[config.mk]
export PLATFORM = sky130hd
export DESIGN_NAME = flash_host_ctrl
export DESIGN_NICKNAME = d
export VERILOG_FILES = /design/src/inc/flash_host_pkg.sv /design/src/logic/flash_host_ctrl.sv /design/src/logic/flash_bus_cycle.sv
export SDC_FILE = /design/constraint.sdc
export NUM_CORES = 1
export LEC_CHECK = 0
export ABC_AREA = 1
export BUFFER_PORTS_ARGS = -buffer_cell sky130_fd_sc_hd__buf_2
export CAP_MARGIN = 40
export CORE_MARGIN = 2
export CORE_UTILIZATION = 43
export CTS_CLUSTER_DIAMETER = 120
export DETAILED_ROUTE_END_ITERATION = 12
export PLACE_DENSITY = 0.64
export SYNTH_ARGS = -nofsm -noshare
export SYNTH_HDL_FRONTEND = slang
export SYNTH_SLANG_ARGS = --single-unit
export TNS_END_PERCENT = 50
[constraint.sdc]
create_clock -name clk -period 2.9 [get_ports clk]
set_input_delay 0.145 -clock clk [delete_from_list [all_inputs] [get_ports clk]]
set_output_delay 0.145 -clock clk [all_outputs]
set_load 0.02 [all_outputs]
[src/inc/flash_host_pkg.sv]
// Purpose: Shared constants for the flash status-polling host controller.
// Assumes: 250 MHz clock; the flash is a parallel NOR part with 22 address and 16 data lines.
// Notes: Status bit positions refer to the low byte the flash returns while an
//        embedded algorithm runs.
// Notes on behaviour
// RULE1: Resume is a single write of the resume code; any address will do.
// RULE2: Repeated resumes are ignored by the flash; a new suspend may follow resume.
// RULE3: Reads inside a suspended sector return status on all eight low lines.
// RULE4: Identification command sequences are not accepted while erase is suspended.
// RULE5: During programming the poll bit reads inverted bit 7; afterwards the true bit.
// RULE6: Poll bit is valid from the rising edge of the fourth program write.
// RULE7: Poll bit reads 0 while erasing and 1 once erase completes.
// RULE8: For erase, poll bit is valid from the last write of six cycles.
// RULE9: Host polls inside the unprotected sector being programmed or erased.
// RULE10: Poll bit may flip before other lines settle; host re-reads for valid data.
// RULE11: Ready/busy pin is low while programming or erasing, high when readable.
// RULE12: Ready/busy reflects the algorithm from the final command write onward.
// RULE13: Toggle bit one inverts on each read while busy, then stops.
// RULE14: Toggle bit one valid after fourth write (program) or sixth write (erase).
// RULE15: Protected targets toggle briefly (about 2 or 100 us) then stop unchanged.
// RULE16: Timeout error bit reads 1 when the internal pulse-count limit is exceeded.
// RULE17: Programming one over zero ends in timeout error; host then writes reset.
// RULE18: Erase timer bit goes 1 when sector erase starts; not for chip erase.
// RULE19: Toggle bit two toggles on reads of erase-selected sectors, active or suspended.
// RULE20: Host reads status twice in a row; equal toggle bits mean finished.
// RULE21: Toggling with timeout bit high: check once more; still toggling means failure, reset.
// RULE22: Suspended sector reads: poll 1, toggle one steady, toggle two toggling, ready high.
package flash_host_pkg;
	localparam int CLK_PERIOD_PS = 4000;
	localparam int T_WP_NS = 30;
	localparam int T_WPH_NS = 25;
	localparam int T_ACC_NS = 90;
	localparam int T_DF_NS = 20;
	// Least times round up to whole cycles
	localparam int WP_CYCLES = (T_WP_NS * 1000 + CLK_PERIOD_PS - 1) / CLK_PERIOD_PS;
	localparam int WPH_CYCLES = (T_WPH_NS * 1000 + CLK_PERIOD_PS - 1) / CLK_PERIOD_PS;
	localparam int ACC_CYCLES = (T_ACC_NS * 1000 + CLK_PERIOD_PS - 1) / CLK_PERIOD_PS;
	localparam int DF_CYCLES = (T_DF_NS * 1000 + CLK_PERIOD_PS - 1) / CLK_PERIOD_PS;

	localparam int ADDR_W = 22;
	localparam int DATA_W = 16;

	// Register byte offsets on the Avalon slave
	localparam int REG_AW = 5;
	localparam logic [4:0] REG_CTRL = 5'h00;
	localparam logic [4:0] REG_ADDR = 5'h04;
	localparam logic [4:0] REG_WDATA = 5'h08;
	localparam logic [4:0] REG_STATUS = 5'h0c;
	localparam logic [4:0] REG_RDATA = 5'h10;

	// Operation codes written to the control register
	localparam logic [2:0] OP_NONE = 3'h0;
	localparam logic [2:0] OP_READ = 3'h1;
	localparam logic [2:0] OP_PROGRAM = 3'h2;
	localparam logic [2:0] OP_SECTOR_ERASE = 3'h3;
	localparam logic [2:0] OP_CHIP_ERASE = 3'h4;
	localparam logic [2:0] OP_SUSPEND = 3'h5;
	localparam logic [2:0] OP_RESUME = 3'h6;
	localparam logic [2:0] OP_RESET = 3'h7;

	// Command sequence lengths in write cycles
	localparam logic [2:0] LEN_PROGRAM = 3'h4;
	localparam logic [2:0] LEN_ERASE = 3'h6;
	localparam logic [2:0] LEN_SINGLE = 3'h1;

	// Bit positions in the flash status byte
	localparam int POLL_POS = 7;
	localparam int TOGGLE1_POS = 6;
	localparam int TIMEOUT_POS = 5;
	localparam int ERASE_TIMER_POS = 3;
	localparam int TOGGLE2_POS = 2;

	// Bit positions in the controller status register
	localparam int STS_BUSY = 0;
	localparam int STS_DONE = 1;
	localparam int STS_FAIL = 2;
	localparam int STS_SUSPENDED = 3;
	localparam int STS_READY_PIN = 4;
	localparam int STS_REFUSED = 5;
	localparam int STS_TOGGLE2_SEEN = 6;
	localparam int STS_BYTE_LSB = 8;
	localparam int STS_BYTE_MSB = 15;
endpackage

[src/logic/flash_host_ctrl.sv]
// Purpose: Host controller that issues program, erase, suspend, resume and reset
//          sequences to a parallel NOR flash and polls its status bits.
// Assumes: Software reaches the control registers over Avalon-MM; flash pins are
//          synchronous to clk; ready_busy_in is the pulled-up wired pin level.
// Notes: Program, erase and resume end by the toggle-bit method, then one more read for data; suspend waits for the ready pin.
`timescale 1ns/1ps
`default_nettype none
module flash_host_ctrl
	import flash_host_pkg::*;
#(
	parameter logic [ADDR_W-1:0] UNLOCK_ADDR_A = 22'h000555,
	parameter logic [ADDR_W-1:0] UNLOCK_ADDR_B = 22'h0002aa,
	parameter logic [DATA_W-1:0] CMD_UNLOCK_A = 16'h00aa,
	parameter logic [DATA_W-1:0] CMD_UNLOCK_B = 16'h0055,
	parameter logic [DATA_W-1:0] CMD_PROGRAM = 16'h00a0,
	parameter logic [DATA_W-1:0] CMD_ERASE_SETUP = 16'h0080,
	parameter logic [DATA_W-1:0] CMD_SECTOR_ERASE = 16'h0030,
	parameter logic [DATA_W-1:0] CMD_CHIP_ERASE = 16'h0010,
	parameter logic [DATA_W-1:0] CMD_SUSPEND = 16'h00b0,
	parameter logic [DATA_W-1:0] CMD_RESUME = 16'h0030,
	parameter logic [DATA_W-1:0] CMD_RESET = 16'h00f0
) (
	input wire logic clk,
	input wire logic rst_b,
	input wire logic [REG_AW-1:0] avs_address,
	input wire logic avs_read,
	input wire logic avs_write,
	input wire logic [31:0] avs_writedata,
	output logic [31:0] avs_readdata,
	output logic avs_waitrequest,
	output logic [ADDR_W-1:0] flash_addr,
	output logic ce_b,
	output logic oe_b,
	output logic we_b,
	input wire logic [DATA_W-1:0] dq_in,
	output logic [DATA_W-1:0] dq_out,
	output logic dq_oe,
	input wire logic ready_busy_in
);
	typedef enum logic [2:0] {
		ST_IDLE = 3'b000,
		ST_ISSUE = 3'b001,
		ST_POLL_A = 3'b010,
		ST_POLL_B = 3'b011,
		ST_FINAL = 3'b100,
		ST_WAIT_READY = 3'b101
	} seq_state_e;

	seq_state_e state;
	logic [2:0] op;
	logic [2:0] idx;
	logic [ADDR_W-1:0] cmd_addr;
	logic [DATA_W-1:0] cmd_wdata;
	logic [ADDR_W-1:0] erase_addr;
	logic [DATA_W-1:0] result;
	logic [7:0] first_byte;
	logic [7:0] last_byte;
	logic busy, done_flag, fail, suspended, refused, toggle2_seen;
	logic retried, pending_suspend, wait_cyc, cyc_start, cyc_wr;
	logic [ADDR_W-1:0] cyc_addr;
	logic [DATA_W-1:0] cyc_wdata;
	logic cyc_done;
	logic [DATA_W-1:0] cyc_rdata;

	// Address and data of write number i of a command sequence
	function automatic logic [ADDR_W+DATA_W-1:0] seq_word(input logic [2:0] o,
			input logic [2:0] i, input logic [ADDR_W-1:0] a, input logic [DATA_W-1:0] d);
		logic [ADDR_W+DATA_W-1:0] w;
		w = {UNLOCK_ADDR_A, CMD_RESET};
		case (i)
			3'h0: w = {UNLOCK_ADDR_A, CMD_UNLOCK_A};
			3'h1: w = {UNLOCK_ADDR_B, CMD_UNLOCK_B};
			3'h2: w = {UNLOCK_ADDR_A, (o == OP_PROGRAM) ? CMD_PROGRAM : CMD_ERASE_SETUP};
			3'h3: w = (o == OP_PROGRAM) ? {a, d} : {UNLOCK_ADDR_A, CMD_UNLOCK_A};
			3'h4: w = {UNLOCK_ADDR_B, CMD_UNLOCK_B};
			3'h5: w = (o == OP_SECTOR_ERASE) ? {a, CMD_SECTOR_ERASE} :
				{UNLOCK_ADDR_A, CMD_CHIP_ERASE};
			default: w = {UNLOCK_ADDR_A, CMD_RESET};
		endcase
		// Single-write commands use the address a and ignore the index
		if (o == OP_SUSPEND) w = {a, CMD_SUSPEND};
		if (o == OP_RESUME) w = {a, CMD_RESUME}; // see RULE1
		if (o == OP_RESET) w = {a, CMD_RESET};
		return w;
	endfunction

	// Register bus decode; an access is taken when waitrequest is low
	wire take_wr = avs_write && !avs_waitrequest;
	wire ctrl_wr = take_wr && (avs_address == REG_CTRL);
	wire [2:0] new_op = avs_writedata[2:0];
	wire is_erase = (new_op == OP_SECTOR_ERASE) || (new_op == OP_CHIP_ERASE);
	// No identification sequence exists here, and no erase starts while suspended
	wire idle_ok = (new_op == OP_READ) || (new_op == OP_PROGRAM) || (new_op == OP_RESET) ||
		(is_erase && !suspended) || ((new_op == OP_RESUME) && suspended); // see RULE2 RULE4
	wire start_ok = ctrl_wr && !busy && idle_ok;
	wire suspend_ok = ctrl_wr && busy && (new_op == OP_SUSPEND) &&
		(op == OP_SECTOR_ERASE) && !pending_suspend;
	wire [2:0] seq_len = (op == OP_PROGRAM) ? LEN_PROGRAM :
		((op == OP_SECTOR_ERASE) || (op == OP_CHIP_ERASE)) ? LEN_ERASE : LEN_SINGLE;
	wire [ADDR_W-1:0] poll_addr = (op == OP_SECTOR_ERASE) ? erase_addr : cmd_addr; // see RULE9
	wire [ADDR_W+DATA_W-1:0] step = seq_word(op, idx, poll_addr, cmd_wdata);
	wire [7:0] rd_byte = cyc_rdata[7:0];
	wire toggling = rd_byte[TOGGLE1_POS] != first_byte[TOGGLE1_POS]; // see RULE13 RULE20
	wire [31:0] status_word = {16'h0000, last_byte, 1'b0, toggle2_seen, refused,
		ready_busy_in, suspended, fail, done_flag, busy};
	wire [31:0] read_mux = (avs_address == REG_ADDR) ? {10'h000, cmd_addr} :
		(avs_address == REG_WDATA) ? {16'h0000, cmd_wdata} :
		(avs_address == REG_STATUS) ? status_word :
		(avs_address == REG_RDATA) ? {16'h0000, result} : 32'h00000000;

	// Each access waits one cycle, then is taken
	always_ff @(posedge clk or negedge rst_b) begin
		if (!rst_b) begin
			avs_waitrequest <= 1'b1;
			avs_readdata <= 32'h00000000;
		end else begin
			avs_waitrequest <= !((avs_read || avs_write) && avs_waitrequest);
			if (avs_read && avs_waitrequest) begin
				avs_readdata <= read_mux;
			end
		end
	end

	// Software-written order registers
	always_ff @(posedge clk or negedge rst_b) begin
		if (!rst_b) begin
			cmd_addr <= 22'h000000;
			cmd_wdata <= 16'h0000;
		end else begin
			if (take_wr && (avs_address == REG_ADDR)) cmd_addr <= avs_writedata[ADDR_W-1:0];
			if (take_wr && (avs_address == REG_WDATA)) cmd_wdata <= avs_writedata[DATA_W-1:0];
		end
	end

	// Refused flag; a new taken order clears it, a refusal in that cycle wins
	always_ff @(posedge clk or negedge rst_b) begin
		if (!rst_b) begin
			refused <= 1'b0;
		end else if (ctrl_wr) begin
			refused <= !(start_ok || suspend_ok);
		end
	end

	// Sequencer: command writes, toggle polling, final data read
	always_ff @(posedge clk or negedge rst_b) begin
		if (!rst_b) begin
			state <= ST_IDLE;
			op <= OP_NONE;
			idx <= 3'h0;
			erase_addr <= 22'h000000;
			result <= 16'h0000;
			first_byte <= 8'h00;
			last_byte <= 8'h00;
			busy <= 1'b0;
			done_flag <= 1'b0;
			fail <= 1'b0;
			suspended <= 1'b0;
			toggle2_seen <= 1'b0;
			retried <= 1'b0;
			pending_suspend <= 1'b0;
			wait_cyc <= 1'b0;
			cyc_start <= 1'b0;
			cyc_wr <= 1'b0;
			cyc_addr <= 22'h000000;
			cyc_wdata <= 16'h0000;
		end else begin
			cyc_start <= 1'b0;
			if (suspend_ok) pending_suspend <= 1'b1;
			case (state)
				ST_IDLE: begin
					if (start_ok) begin
						op <= new_op;
						idx <= 3'h0;
						busy <= 1'b1;
						done_flag <= 1'b0;
						fail <= 1'b0;
						retried <= 1'b0;
						toggle2_seen <= 1'b0;
						// A suspend left over from an erase that ended first must not hit the next one
						pending_suspend <= 1'b0;
						if (new_op == OP_SECTOR_ERASE) erase_addr <= cmd_addr;
						state <= (new_op == OP_READ) ? ST_FINAL : ST_ISSUE;
					end
				end
				ST_ISSUE: begin
					if (!wait_cyc) begin
						cyc_start <= 1'b1;
						cyc_wr <= 1'b1;
						{cyc_addr, cyc_wdata} <= step;
						wait_cyc <= 1'b1;
					end else if (cyc_done) begin
						wait_cyc <= 1'b0;
						idx <= idx + 3'h1;
						if (idx == seq_len - 3'h1) begin
							idx <= 3'h0;
							retried <= 1'b0;
							// Status is valid right after the last write
							case (op)
								OP_PROGRAM, OP_SECTOR_ERASE, OP_CHIP_ERASE: begin
									state <= ST_POLL_A; // see RULE6 RULE8 RULE14
								end
								OP_SUSPEND: state <= ST_WAIT_READY;
								OP_RESUME: begin
									op <= OP_SECTOR_ERASE;
									suspended <= 1'b0;
									state <= ST_POLL_A; // see RULE2
								end
								default: begin
									busy <= 1'b0;
									done_flag <= 1'b1;
									state <= ST_IDLE;
								end
							endcase
						end
					end
				end
				ST_POLL_A, ST_POLL_B: begin
					if (!wait_cyc && pending_suspend && (state == ST_POLL_A)) begin
						pending_suspend <= 1'b0;
						op <= OP_SUSPEND;
						idx <= 3'h0;
						state <= ST_ISSUE;
					end else if (!wait_cyc) begin
						cyc_start <= 1'b1;
						cyc_wr <= 1'b0;
						cyc_addr <= poll_addr;
						wait_cyc <= 1'b1;
					end else if (cyc_done) begin
						wait_cyc <= 1'b0;
						last_byte <= rd_byte;
						if (state == ST_POLL_A) begin
							first_byte <= rd_byte;
							state <= ST_POLL_B;
						end else begin
							if (rd_byte[TOGGLE2_POS] != first_byte[TOGGLE2_POS]) begin
								toggle2_seen <= 1'b1; // see RULE19
							end
							if (!toggling) begin
								state <= ST_FINAL; // see RULE20
							end else if (retried) begin
								// Still toggling after the timeout recheck: fail and reset
								fail <= 1'b1; // see RULE17 RULE21
								op <= OP_RESET;
								idx <= 3'h0;
								state <= ST_ISSUE;
							end else begin
								if (rd_byte[TIMEOUT_POS]) retried <= 1'b1; // see RULE16 RULE21
								state <= ST_POLL_A;
							end
						end
					end
				end
				ST_FINAL: begin
					// Fresh read, since the low lines may lag the poll bit
					if (!wait_cyc) begin
						cyc_start <= 1'b1;
						cyc_wr <= 1'b0;
						cyc_addr <= poll_addr;
						wait_cyc <= 1'b1;
					end else if (cyc_done) begin
						wait_cyc <= 1'b0;
						result <= cyc_rdata; // see RULE10
						busy <= 1'b0;
						done_flag <= 1'b1;
						state <= ST_IDLE;
					end
				end
				ST_WAIT_READY: begin
					// Pin goes high once the erase is suspended
					if (ready_busy_in) begin
						suspended <= 1'b1; // see RULE11 RULE22
						busy <= 1'b0;
						done_flag <= 1'b1;
						state <= ST_IDLE;
					end
				end
				default: begin
					state <= ST_IDLE;
				end
			endcase
		end
	end

	flash_bus_cycle u_cycle (
		.clk(clk),
		.rst_b(rst_b),
		.start(cyc_start),
		.wr(cyc_wr),
		.addr_in(cyc_addr),
		.wdata(cyc_wdata),
		.done(cyc_done),
		.rdata(cyc_rdata),
		.flash_addr(flash_addr),
		.ce_b(ce_b),
		.oe_b(oe_b),
		.we_b(we_b),
		.dq_in(dq_in),
		.dq_out(dq_out),
		.dq_oe(dq_oe)
	);
endmodule
`default_nettype wire

[src/logic/flash_bus_cycle.sv]
// Purpose: One asynchronous flash bus cycle (read or write) timed in clock cycles.
// Assumes: Pin inputs are synchronous to clk; one cycle at a time.
// Notes: Chip select and the strobe both return high after every cycle so each
//        read counts as a fresh access for the toggle bits.
`timescale 1ns/1ps
`default_nettype none
module flash_bus_cycle
	import flash_host_pkg::*;
#(
	parameter int STROBE_WR = WP_CYCLES,
	parameter int RECOVER_WR = WPH_CYCLES,
	parameter int STROBE_RD = ACC_CYCLES,
	parameter int RECOVER_RD = DF_CYCLES
) (
	input wire logic clk,
	input wire logic rst_b,
	input wire logic start,
	input wire logic wr,
	input wire logic [ADDR_W-1:0] addr_in,
	input wire logic [DATA_W-1:0] wdata,
	output logic done,
	output logic [DATA_W-1:0] rdata,
	output logic [ADDR_W-1:0] flash_addr,
	output logic ce_b,
	output logic oe_b,
	output logic we_b,
	input wire logic [DATA_W-1:0] dq_in,
	output logic [DATA_W-1:0] dq_out,
	output logic dq_oe
);
	typedef enum logic [1:0] {
		PH_IDLE = 2'b00,
		PH_SETUP = 2'b01,
		PH_STROBE = 2'b10,
		PH_RECOVER = 2'b11
	} phase_e;

	phase_e phase;
	logic [5:0] cnt;
	logic is_wr;

	// Strobe and recovery lengths for the current direction
	wire [5:0] strobe_len = is_wr ? 6'(STROBE_WR - 1) : 6'(STROBE_RD - 1);
	wire [5:0] recover_len = is_wr ? 6'(RECOVER_WR - 1) : 6'(RECOVER_RD - 1);

	// Phase sequencer; read data sampled at the end of the access time
	always_ff @(posedge clk or negedge rst_b) begin
		if (!rst_b) begin
			phase <= PH_IDLE;
			cnt <= 6'h00;
			is_wr <= 1'b0;
			done <= 1'b0;
			rdata <= 16'h0000;
			flash_addr <= 22'h000000;
			ce_b <= 1'b1;
			oe_b <= 1'b1;
			we_b <= 1'b1;
			dq_out <= 16'h0000;
			dq_oe <= 1'b0;
		end else begin
			done <= 1'b0;
			case (phase)
				PH_IDLE: begin
					if (start) begin
						flash_addr <= addr_in;
						dq_out <= wdata;
						dq_oe <= wr;
						is_wr <= wr;
						ce_b <= 1'b0;
						phase <= PH_SETUP;
					end
				end
				PH_SETUP: begin
					we_b <= ~is_wr;
					oe_b <= is_wr;
					cnt <= strobe_len;
					phase <= PH_STROBE;
				end
				PH_STROBE: begin
					if (cnt == 6'h00) begin
						if (!is_wr) begin
							rdata <= dq_in;
						end
						we_b <= 1'b1; // Rising edge latches the command
						oe_b <= 1'b1;
						cnt <= recover_len;
						phase <= PH_RECOVER;
					end else begin
						cnt <= cnt - 6'h01;
					end
				end
				PH_RECOVER: begin
					// Recovery also covers the flash releasing the data lines
					if (cnt == 6'h00) begin
						ce_b <= 1'b1;
						dq_oe <= 1'b0;
						done <= 1'b1;
						phase <= PH_IDLE;
					end else begin
						cnt <= cnt - 6'h01;
					end
				end
				default: begin
					phase <= PH_IDLE;
				end
			endcase
		end
	end
endmodule
`default_nettype wire

After elaboration in Yosys (flattened, before gate mapping). Cells that the tools add are included.

Output and inout bits: 75. Bits of input ports: 58. Register bits after elaboration: 250. Word-level logic and storage cells: 309.

Reduce and logical (&&, ||, !) cells: 71. $add $sub $neg: 3. Equal/unequal tests: 59. Multiplexer cells: 138. Bitwise gates (word level): 3.

Operator list (number): two-way mux 38 bit (5); one-hot mux 38 bit (5 select lines) (1); two-way mux 22 bit (5); two-way mux 3 bit (36); one-hot mux 22 bit (3 select lines) (1); two-way mux 1 bit (58); two-way mux 16 bit (3); == test 3 bit (second input constant) (12); != test 2 bit (second input constant) (16); AND reduction 9 bit (3); == test 3 x 2 -> 1 bit (second input constant) (8); one-hot mux 1 bit (2 select lines) (10); two-way mux 6 bit (3); one-hot mux 3 bit (3 select lines) (2); one-hot mux 6 bit (3 select lines) (1); AND reduction 3 bit (6); logical AND 1 bit (16); one-hot mux 3 bit (5 select lines) (1); != test 3 bit (second input constant) (4); AND reduction 11 bit (1); == test 5 x 4 -> 1 bit (second input constant) (2); two-way mux 2 bit (5); != test 2 x 1 -> 1 bit (second input constant) (5); AND reduction 10 bit (1); other kinds (35) (69).

Depth between registers and ports, before layout. Gate-level depths: netlist of run 1.

Depth in word-level cells: 10. Mapped depth: 13. Mapped depth without buffers: 12.

Modules after synthesis. A second synthesis of run 1 with hierarchy kept.

Cell total of the unflattened synthesis: 1320. Area, all modules: 11174.5 µm².

Modules (own cells, without submodules): flash_host_ctrl (area an instance 8279.2 µm², seq. area each 4180.3 µm², cells each 1062, times used 1); flash_bus_cycle (area an instance 2895.3 µm², seq. area each 1705.4 µm², cells each 258, times used 1).

Worst setup path before layout of run 1. No wires, ideal clock.

Kind: flip-flop to flip-flop. Start point: reg idx[0]. End point: reg cyc_addr[5]. Arrival: 1752 ps. Path buffers: 0. Slack: 1031 ps. Library setup time: 117 ps. Clock period less this slack: 1869 ps. Data required time: 2783 ps. Cell stages (with the launch flop): 13. Path through: dfrtp_1 ha_1 ha_1 inv_1 nand2_1 nor2_1 nand2_1 nand2_1 inv_2 a21oi_1 o21ai_1 o21ai_1 inv_1.

Longest elaborated chain between the ends: 8. Elaborated cells between the ends (all ways): 13. Those cells by class: eq/ne (5); mux (6); reduce/logical (2).

Ends and longest elaborated chain: start: declaration (RTL line flash_host_ctrl.sv:51) `logic [2:0] idx;`; start signal: assignment (RTL line flash_host_ctrl.sv:193) `idx <= idx + 3'h1;`; == test 3 bit or == test 3 x 1 -> 1 bit (tied branches) (RTL line flash_host_ctrl.sv:70) `case (i)`; OR reduction 2 bit (no source line); one-hot mux 38 bit (5 select lines) * (RTL line flash_host_ctrl.sv:70); two-way mux 38 bit * (RTL line flash_host_ctrl.sv:81) `if (o == OP_SUSPEND) w = {a, CMD_SUSPEND};`; two-way mux 38 bit * (RTL line flash_host_ctrl.sv:82) `if (o == OP_RESUME) w = {a, CMD_RESUME};`; two-way mux 38 bit * (RTL line flash_host_ctrl.sv:83) `if (o == OP_RESET) w = {a, CMD_RESET};`; two-way mux 22 bit * (RTL line flash_host_ctrl.sv:186) `if (!wait_cyc) begin`; one-hot mux 22 bit (3 select lines) * (RTL line flash_host_ctrl.sv:169) `case (state)`; end signal: assignment (RTL line flash_host_ctrl.sv:189) `{cyc_addr, cyc_wdata} <= step;`; end signal: assignment (RTL line flash_host_ctrl.sv:226) `cyc_addr <= poll_addr;`; end signal: assignment (RTL line flash_host_ctrl.sv:258) `cyc_addr <= poll_addr;`; end: declaration (RTL line flash_host_ctrl.sv:60) `logic [ADDR_W-1:0] cyc_addr;`.

Mark *: on every way between the ends. The rest lies on a longest branch, timed or not. The select of a mux whose other input is x is not followed. A chain may end at the register's enable or synchronous reset.

Final worst setup path of run 1.
Start point: reg idx[0]. End point: reg cyc_wdata[4].

Longest elaborated chain between the ends: 6. Elaborated cells between the ends (all ways): 11. Those cells by class: eq/ne (5); mux (4); reduce/logical (2).

Ends and longest elaborated chain: == test 3 bit or == test 3 x 1 -> 1 bit (tied branches) (RTL line flash_host_ctrl.sv:70); OR reduction 2 bit (no source line); one-hot mux 38 bit (5 select lines) * (RTL line flash_host_ctrl.sv:70); two-way mux 38 bit * (RTL line flash_host_ctrl.sv:81); two-way mux 38 bit * (RTL line flash_host_ctrl.sv:82); two-way mux 38 bit * (RTL line flash_host_ctrl.sv:83); end signal: assignment (RTL line flash_host_ctrl.sv:189); end: declaration (RTL line flash_host_ctrl.sv:61) `logic [DATA_W-1:0] cyc_wdata;`.

Mark *: on every way between the ends. The rest lies on a longest branch, timed or not.

==> results of run 1 <==
## power by group through the flow
| stage | sequential (W) | combinational (W) | clock [W] |
|---|---|---|---|
| 6_report | 0.00469 | 0.00414 | 0.00312 |
| 5_1_grt | 0.00479 | 0.00471 | 0.00333 |
| 4_1_cts | 0.00469 | 0.00415 | 0.00320 |
| 3_5_place_dp | 0.00474 | 0.00409 | 0 |
| 3_3_place_gp | 0.00472 | 0.00399 | 0 |
| 2_1_floorplan | 0.00481 | 0.00280 | 0 |
## area by class of cell
class	instances	area, um2
fill	2427	12100
sequential	235	5890
multi-input combinational	818	4160
timing repair buffer	168	1110
clock buffer	41	777
inverter	172	648
tap	330	413
clock inverter	6	47.5
## cells by family (layout without fill, tap and decap cells)
| kind of cell | after synthesis | in the layout | share of synthesized area, % |
|---|---|---|---|
| AO/OA/AOI/OAI | 320 | 320 | 16.0 |
| multiplexers | 24 | 24 | 2.47 |
| adder cells (fa/ha/maj) | 12 | 12 | 1.37 |
| flip-flops | 235 | 235 | 53.8 |
| XOR/XNOR | 3 | 3 | 0.240 |
| buffers and inverters | 228 | 387 | 8.48 |
| other | 1 | 10 | 0.0343 |
| AND/OR/NAND/NOR | 449 | 449 | 17.6 |
## cells in the final DEF, fill, tap and decap left out, drive strengths merged, types with 4 or more instances in the layout
master,netlist,final
nand2,292,292
dlygate4sd3,0,38
conb,1,10
o21ai,198,198
o22ai,18,18
nor2,79,79
clkinv,0,5
dfstp,4,4
mux2,24,24
o31ai,7,7
nand4,11,11
nand3,59,59
o211ai,6,6
buf,27,130
dfrtp,231,231
clkbuf,29,41
ha,12,12
inv,172,172
a31oi,8,8
a22oi,4,4
a21oi,64,64
## routing by layer
metal	global-route usage, %	vias to the layer above	share of wire (%)
li1	-	4447	-
met1	32.1	4094	49
met2	30.9	254	42
met3	2.87	44	6.0
met4	5.38	0	2.4
met5	0	-	0
## through the flow
stage	utilization, %	hold WS, ns	total power, W	setup slack (ns)	std cells
2_1_floorplan	-	-0.151	0.00762	1.03	1281
5_1_grt	51.9	0.0356	0.0128	0.497	1770
6_report	51.9	0.0387	0.0119	0.715	1770
3_5_place_dp	47.1	0.219	0.00883	0.728	1685
4_1_cts	51.9	0.0111	0.0120	0.706	1770
3_3_place_gp	47.1	0.225	0.00872	0.757	1684
## sequential cells by signal, summed over array words and instances, names as in the netlist, 16 cells and up
| signal | flops |
|---|---|
| cmd_addr | 22 |
| result | 16 |
| u_cycle.dq_out | 16 |
| avs_readdata | 22 |
| cyc_wdata | 16 |
| erase_addr | 22 |
| u_cycle.rdata | 16 |
| u_cycle.flash_addr | 22 |
| cyc_addr | 22 |
| cmd_wdata | 16 |
## critical path, cell delays in order (launching register included)
cell,delay [ns]
dfrtp_1,0.43
ha_1,0.22
ha_1,0.25
inv_1,0.15
nand2_1,0.08
nor2_1,0.23
nand2_1,0.18
nand2_1,0.11
inv_2,0.06
nand2_1,0.15
inv_1,0.08
a32oi_1,0.16
## worst max path at each step
stage	start	to	slack, ns	depth (start not counted)
2_1_floorplan	idx[0]$_DFFE_PN0P_	cyc_addr[5]$_DFFE_PN0P_	1.03	12
3_3_place_gp	idx[0]$_DFFE_PN0P_	cyc_wdata[4]$_DFFE_PN0P_	0.76	11
3_5_place_dp	idx[0]$_DFFE_PN0P_	cyc_wdata[4]$_DFFE_PN0P_	0.73	11
4_1_cts	idx[0]$_DFFE_PN0P_	cyc_wdata[4]$_DFFE_PN0P_	0.71	11
5_1_grt	idx[0]$_DFFE_PN0P_	cyc_wdata[4]$_DFFE_PN0P_	0.50	11
6_report	idx[0]$_DFFE_PN0P_	cyc_wdata[4]$_DFFE_PN0P_	0.71	11
==> flow_summary_export.csv, run 1 <==
group,metric,value,unit
outcome,status,"complete, no violations",
drt,dr.pass1.iters,5,
floorplanning,coreArea,25100,um2
drt,routed_via_density,4.99,
logic_synthesis,synth-edff-count,0,
place,port_buffers,112,
logic_synthesis,synthArstFlopShare,100,%
pwr,cellLeakagePower,6.40,nW
logic_synthesis,yosys_warnings,0,
drt,ant_nets,0,
timing,rsz0062_at_grt,"no",
logic_synthesis,synth.cell_area,10900,um2
drt,avgRoutedWirePerCell,15.5,um
clock_tree,cts.sinks,235,
clock_tree,clockBufferDepth,3,
pwr,power.switching,0.00458,W
critical_path,crit_fanout,6,
logic_synthesis,ys_seq_area_share,53.8,%
place,gp_congestion,0.921,
timing,tightest_slew,0.761,ns
grt,first_global_vias,8460,
finish,final_nets,1491,
floorplanning,die_y,163,um
floorplanning,io_pins,133,
timing,final_hold_viol_count,0,
clock_tree,htreeDepth,1,
timing,final-setup-viol-count,0,
pwr,swShare,38.4,%
drt,via_count,8839,
drt,drcViolationCount,0,
grt,grt_use_total,20.8,%
pwr,p_per_area,916,nW/um2
grt,overflow,0,
timing,period_share,75.4,%
critical_path,worstPathRequired,3.33,ns
drt,wl,27400,um
clock_tree,cts_root_buffer,"clkbuf_16",
finish,diodes,0,
critical_path,worst_setup_path_start_kind,"register",
min_path,hp-start,"avs_writedata[2]",
logic_synthesis,netlist_instances,1272,
logic_synthesis,ys_ff_latch,235,
logic_synthesis,post-synth-top-count-cell,"nand2_1",
finish,design_area,13000,um2
pwr,power_frac_seq,39.3,%
pwr,clock_power_share,26.1,%
timing,tns,0,ns
clock_tree,postCtsSetupBuffers,0,
finish,drive_above_1_share,17.3,%
floorplanning,start_util,43.6,%
critical_path,r2r-start,"idx[0]$_DFFE_PN0P_",
logic_synthesis,avgSynthCellArea,8.60,um2
grt,antenna_found_initial,0,
critical_path,cp-end-kind,"register",
clock_tree,cts.hold.buffers_added,38,
drt,drt_iter0_markers,794,
place,hpwl,19700,um
min_path,whs_endpoint,"cmd_addr[2]$_DFFE_PN0P_",
logic_synthesis,synth_top_flop_cell,"dfrtp_1",
min_path,hp-class,"in -> reg",
critical_path,path_class,"reg -> reg",
timing,slew_headroom,49.2,%
flow_run,maxCapViolCount,0,
clock_tree,cts-resized-gates,0,
logic_synthesis,synth_common_cells,"287 x nand2_1, 231 x dfrtp_1, 157 x o21ai_0, 151 x inv_1, 67 x nor2_1",
grt,grt_pass1_wl,44500,um
floorplanning,dieArea,26700,um2
timing,drv_slew,0,
clock_tree,cts_tree,"done",
timing,fmax,458,MHz
clock_tree,clk_pin_slew,0.06,ns
logic_synthesis,synth.distinct_cells,49,
timing,fin_crit,2.19,ns
critical_path,ff2ff_setup_slack,0.71,ns
timing,clock_skew,0.0191,ns
floorplanning,std_cell_rows,58,
pwr,p_comb_share,34.6,%
clock_tree,cts_buffers,26,
pwr,peakVddDrop,489,uV
logic_synthesis,synth_area_leaders,"dfrtp_1 53%, nand2_1 9.9%, o21ai_0 7.2%",
place,placed_area,11800,um2
critical_path,crit_arrival,2.62,ns
critical_path,ff2ff_path_depth,11,
min_path,hold_depth,3,
critical_path,r2r-end,"cyc_wdata[4]$_DFFE_PN0P_",
clock_tree,clk_latency,0.53,ns
logic_synthesis,synth_top_area_share,52.9,%
logic_synthesis,synth_area_leader_cell,"dfrtp_1",
pwr,internal_power,0.00736,W
grt,grt_max_degree,98,
finish,syn2layout_area_growth,19.3,%
floorplanning,die_w,163,um
(Power assumes the default switching activity.)
==> run 2, diff against run 1 <==
--- a/config.mk
+++ b/config.mk
@@ -12,7 +12,7 @@
 export CORE_UTILIZATION = 43
 export CTS_CLUSTER_DIAMETER = 120
 export DETAILED_ROUTE_END_ITERATION = 12
-export PLACE_DENSITY = 0.64
+export PLACE_DENSITY = 0.66
 export SYNTH_ARGS = -nofsm -noshare
 export SYNTH_HDL_FRONTEND = slang
 export SYNTH_SLANG_ARGS = --single-unit
==> constraint.sdc (replaced) <==
create_clock -name clk -period 2 [get_ports clk]
set_input_delay 0.1 -clock clk [delete_from_list [all_inputs] [get_ports clk]]
set_output_delay 0.1 -clock clk [all_outputs]
set_load 0.02 [all_outputs]
==> flow_summary_export.csv, run 2 (same netlist as run 1, synthesis figures left out) <==
group,metric,value,unit
min_path,hp-class,"in -> reg",
floorplanning,dieArea,26700,um2
grt,first_global_vias,8860,
pwr,p_per_area,1350,nW/um2
floorplanning,die_w,163,um
floorplanning,start_util,43.6,%
clock_tree,cts_tree,"done",
place,gp_congestion,0.921,
drt,dr.pass1.iters,5,
grt,grt_use_total,21.4,%
place,place_inst,1708,
timing,slew_headroom,63.8,%
timing,tns,0,ns
grt,grt_max_degree,63,
critical_path,worst_setup_path_start_kind,"register",
timing,final_hold_viol_count,0,
drt,drcViolationCount,0,
timing,period_share,93.1,%
place,hpwl,20000,um
drt,wl,27800,um
floorplanning,io_pins,133,
clock_tree,clk_pin_slew,0.06,ns
grt,antenna_found_initial,0,
clock_tree,htreeDepth,1,
finish,layout_commonest_cell,"nand2_1",
flow_run,maxCapViolCount,0,
finish,syn2layout_area_growth,22.6,%
critical_path,crit_fanout,9,
finish,final_nets,1520,
floorplanning,coreArea,25100,um2
critical_path,worstPathRequired,2.40,ns
pwr,cellLeakagePower,6.58,nW
clock_tree,cts.sinks,235,
clock_tree,clockBufferDepth,3,
timing,fmax,537,MHz
critical_path,path_class,"reg -> reg",
timing,fin_crit,1.86,ns
timing,clock_skew,0.0167,ns
finish,mostFrequentLayoutCells,"283 x nand2_1, 228 x dfrtp_1, 156 x o21ai_0",
floorplanning,std_cell_rows,58,
drt,routed_via_density,5.03,
pwr,peakVddDrop,699,uV
finish,drive_above_1_share,20.1,%
place,port_buffers,112,
finish,final_cell_count_no_fill,1800,
grt,grt_pass1_wl,45800,um
outcome,status,"complete, no violations",
timing,tightest_slew,0.543,ns
critical_path,ff2ff_setup_slack,0.14,ns
clock_tree,cts_root_buffer,"clkbuf_16",
clock_tree,cts_buffers,26,
floorplanning,die_y,163,um
timing,rsz0062_at_grt,"no",
finish,fill_cells,2327,
timing,final-setup-viol-count,0,
timing,drv_slew,0,
critical_path,cp-end-kind,"register",
place,dp_slack,0.0654,ns
clock_tree,clk_latency,0.53,ns
drt,avgRoutedWirePerCell,15.4,um
timing,worst_slack,0.139,ns
drt,ant_nets,0,
drt,drt_iter0_markers,825,
drt,via_count,9060,
critical_path,crit_arrival,2.26,ns
grt,overflow,0,
finish,diodes,0,
-- run 2: layer usage --
metal,wire length [um],GRT usage [%]
met3,1910,4.01
met2,11900,32.2
met1,13200,31.7
met4,717,5.82
met5,0,0
-- run 2: layout make-up --
class	count	area, um2	share of cell area, %
timing repair buffer	197	1360	10.1
tap	330	413	3.08
multi-input combinational	818	4220	31.5
sequential	235	5890	43.9
clock buffer	35	724	5.40
clock inverter	13	154	1.15
inverter	172	651	4.85
-- run 2: critical path, stage by stage (launching register included) --
cell and delay (ns):
dfrtp_1 0.41, inv_1 0.10, ha_1 0.21, or2_2 0.33
o21ai_4 0.08, buf_6 0.17, a21oi_4 0.08, o21ai_1 0.08
nand2_1 0.11, nand3_1 0.09, o21ai_1 0.08
-- run 2: repair_timing --
action	CTS	global route
hold buffers	39	0
endpoints found under the setup margin	0	42
gates resized for setup	0	22
setup buffers	0	5
hold endpoints to repair	240	0
-- run 2: worst paths after layout --
check                                         startpoint                           endpoint  cells past startpoint
min in group asynchronous                          rst_b         u_cycle.cnt[2]$_DFFE_PN0P_                      2
worst min register to register  u_cycle.oe_b$_DFFE_PN1P_           u_cycle.oe_b$_DFFE_PN1P_                      2
worst min-delay path                      avs_address[2]                refused$_DFFE_PN0N_                      4
worst max-delay path                  idx[1]$_DFFE_PN0P_           cyc_addr[12]$_DFFE_PN0P_                     10
worst max register to register        idx[1]$_DFFE_PN0P_           cyc_addr[12]$_DFFE_PN0P_                     10
max in group asynchronous                          rst_b  u_cycle.flash_addr[6]$_DFFE_PN0P_                      3
-- run 2: per-stage QoR --
step | hold WS [ns] | cell area [um2] | power (W) | utilization (%)
final | 0.0253 | 13400 | 0.0181 | 53.4
after detailed placement | 0.0890 | 12000 | 0.0130 | 47.9
after global routing | 0.0649 | 13400 | 0.0194 | 53.4
after global placement | 0.0914 | 12000 | 0.0129 | 47.9
after floorplan | -0.196 | 11000 | 0.0110 | -
after CTS | 0.0135 | 13300 | 0.0180 | 53.0
-- run 2: where the power goes --
part / switching, W / internal [W]
Clock: 0.00192 / 0.00293
Combinational: 0.00411 / 0.00235
Sequential: 0.000791 / 0.00598
==> run 3, diff against run 2 <==
--- a/config.mk
+++ b/config.mk
@@ -12,7 +12,7 @@
 export CORE_UTILIZATION = 43
 export CTS_CLUSTER_DIAMETER = 120
 export DETAILED_ROUTE_END_ITERATION = 12
-export PLACE_DENSITY = 0.66
+export MAX_ROUTING_LAYER = met4
 export SYNTH_ARGS = -nofsm -noshare
 export SYNTH_HDL_FRONTEND = slang
 export SYNTH_SLANG_ARGS = --single-unit
==> flow_summary_export.csv, run 3 (same netlist as run 1, synthesis figures left out) <==
group,metric,value,unit
outcome,status,"complete, no violations",
finish,diodes,0,
finish,mostFrequentLayoutCells,"284 x nand2_1, 229 x dfrtp_1, 156 x o21ai_0",
timing,period_share,92.6,%
drt,drcViolationCount,0,
floorplanning,start_util,43.6,%
critical_path,cp-end-kind,"register",
clock_tree,cts_buffers,26,
critical_path,crit_fanout,5,
timing,slew_headroom,62.6,%
min_path,hp-class,"in -> reg",
clock_tree,cts.sinks,235,
timing,tightest_slew,0.559,ns
finish,final_nets,1526,
floorplanning,io_pins,133,
grt,grt_use_total,21.8,%
min_path,hold_depth,6,
drt,drt_iter0_markers,684,
flow_run,maxCapViolCount,0,
drt,ant_nets,0,
finish,syn2layout_area_growth,22.6,%
clock_tree,cts_root_buffer,"clkbuf_16",
floorplanning,die_w,163,um
clock_tree,cts_tree,"done",
grt,grt_pass1_wl,44900,um
pwr,cellLeakagePower,6.58,nW
floorplanning,std_cell_rows,58,
finish,layout_commonest_cell,"nand2_1",
critical_path,crit_arrival,2.27,ns
place,port_buffers,112,
drt,wl,28000,um
critical_path,ff2ff_setup_slack,0.15,ns
grt,antenna_found_initial,0,
floorplanning,coreArea,25100,um2
clock_tree,clk_pin_slew,0.06,ns
clock_tree,clk_latency,0.54,ns
floorplanning,die_y,163,um
critical_path,worstPathRequired,2.42,ns
pwr,finalPower,0.0179,W
finish,fill_cells,2417,
grt,overflow,0,
clock_tree,clockBufferDepth,3,
timing,final_hold_viol_count,0,
critical_path,path_class,"reg -> reg",
place,gp_congestion,0.942,
critical_path,worst_setup_path_start_kind,"register",
timing,clock_skew,0.0208,ns
critical_path,ff2ff_path_depth,12,
pwr,peakVddDrop,670,uV
drt,via_count,9077,
grt,grt_max_degree,62,
drt,avgRoutedWirePerCell,15.5,um
pwr,p_per_area,1340,nW/um2
timing,drv_slew,0,
timing,final-setup-viol-count,0,
place,place_inst,1712,
timing,fmax,540,MHz
floorplanning,dieArea,26700,um2
drt,routed_via_density,5.03,
place,hpwl,20100,um
grt,first_global_vias,8547,
clock_tree,htreeDepth,1,
finish,drive_above_1_share,20.1,%
drt,dr.pass1.iters,6,
finish,final_cell_count_no_fill,1806,
timing,fin_crit,1.85,ns
run 3: cell types whose count changed in the layout (fill, tap and decap cells not counted), moves of 2 or more:
cell,delta
buf_4,+4
clkinv_2,-3
bufinv_16,-2
clkbuf_1,+2
clkinvlp_4,+2
dlygate4sd3_1,+2
inv_2,+2
run 3: cell type report:
cell class,instances,area [um2],area share [%]
Multi-Input combinational cell,818,4210,31.4
Clock inverter,11,103,0.765
Timing Repair Buffer,203,1420,10.6
Tap cell,330,413,3.08
Sequential cell,235,5890,43.9
Clock buffer,37,732,5.46
Inverter,172,648,4.83
run 3: path summary, 6_finish.rpt:
path                                                 to                     start
min in group asynchronous  u_cycle.phase[1]$_DFFE_PN0P_                     rst_b
hold reg to reg                u_cycle.oe_b$_DFFE_PN1P_  u_cycle.oe_b$_DFFE_PN1P_
setup / recovery                cyc_addr[4]$_DFFE_PN0P_        idx[1]$_DFFE_PN0P_
hold / removal                pending_suspend$_DFF_PN0_          avs_writedata[1]
max in group asynchronous    erase_addr[15]$_DFFE_PN0P_                     rst_b
setup reg to reg                cyc_addr[4]$_DFFE_PN0P_        idx[1]$_DFFE_PN0P_
run 3: metrics by stage:
step | hold WS [ns] | setup slack, ns | TNS [ns] | util (%) | instance area, um2
floorplan | -0.196 | 0.131 | 0 | - | 11000
global placement | 0.0671 | 0.116 | 0 | 48.1 | 12100
detailed placement | 0.0723 | 0.0746 | 0 | 48.1 | 12100
CTS | 0.0319 | 0.0413 | 0 | 53.1 | 13300
global route | 0.0300 | -0.000446 | -0.000446 | 53.4 | 13400
finish | 0.0349 | 0.148 | 0 | 53.4 | 13400
run 3: worst max-delay path, cell delays in order (launching register included):
cell,delay [ns]
dfrtp_1,0.40
ha_2,0.19
ha_2,0.21
inv_2,0.06
nand2_1,0.11
nor2_2,0.06
buf_4,0.15
a21oi_4,0.18
nand2_1,0.11
nand2_1,0.08
nand2_1,0.06
o21ai_1,0.09
inv_2,0.04
run 3: routing by layer:
metal,wire (um),vias up,global-route usage (%)
met5,0,-,-
li1,-,4523,-
met1,14100,4258,32.7
met3,1260,52,2.62
met4,735,0,5.86
met2,11900,244,31.2
run 3: report_power, final:
group / internal (W) / switching (W) / leakage (nW)
Combinational: 0.00238 / 0.00419 / 3.14
Sequential: 0.00598 / 0.000757 / 3.03
Clock: 0.00269 / 0.00192 / 0.403
Total: 0.0110 / 0.00687 / 6.58
run 3: repair_timing:
action	CTS	global route
setup buffers	0	5
resized for setup	0	17
setup endpoints to repair	0	34
hold endpoints to repair	286	0
hold buffers	41	0
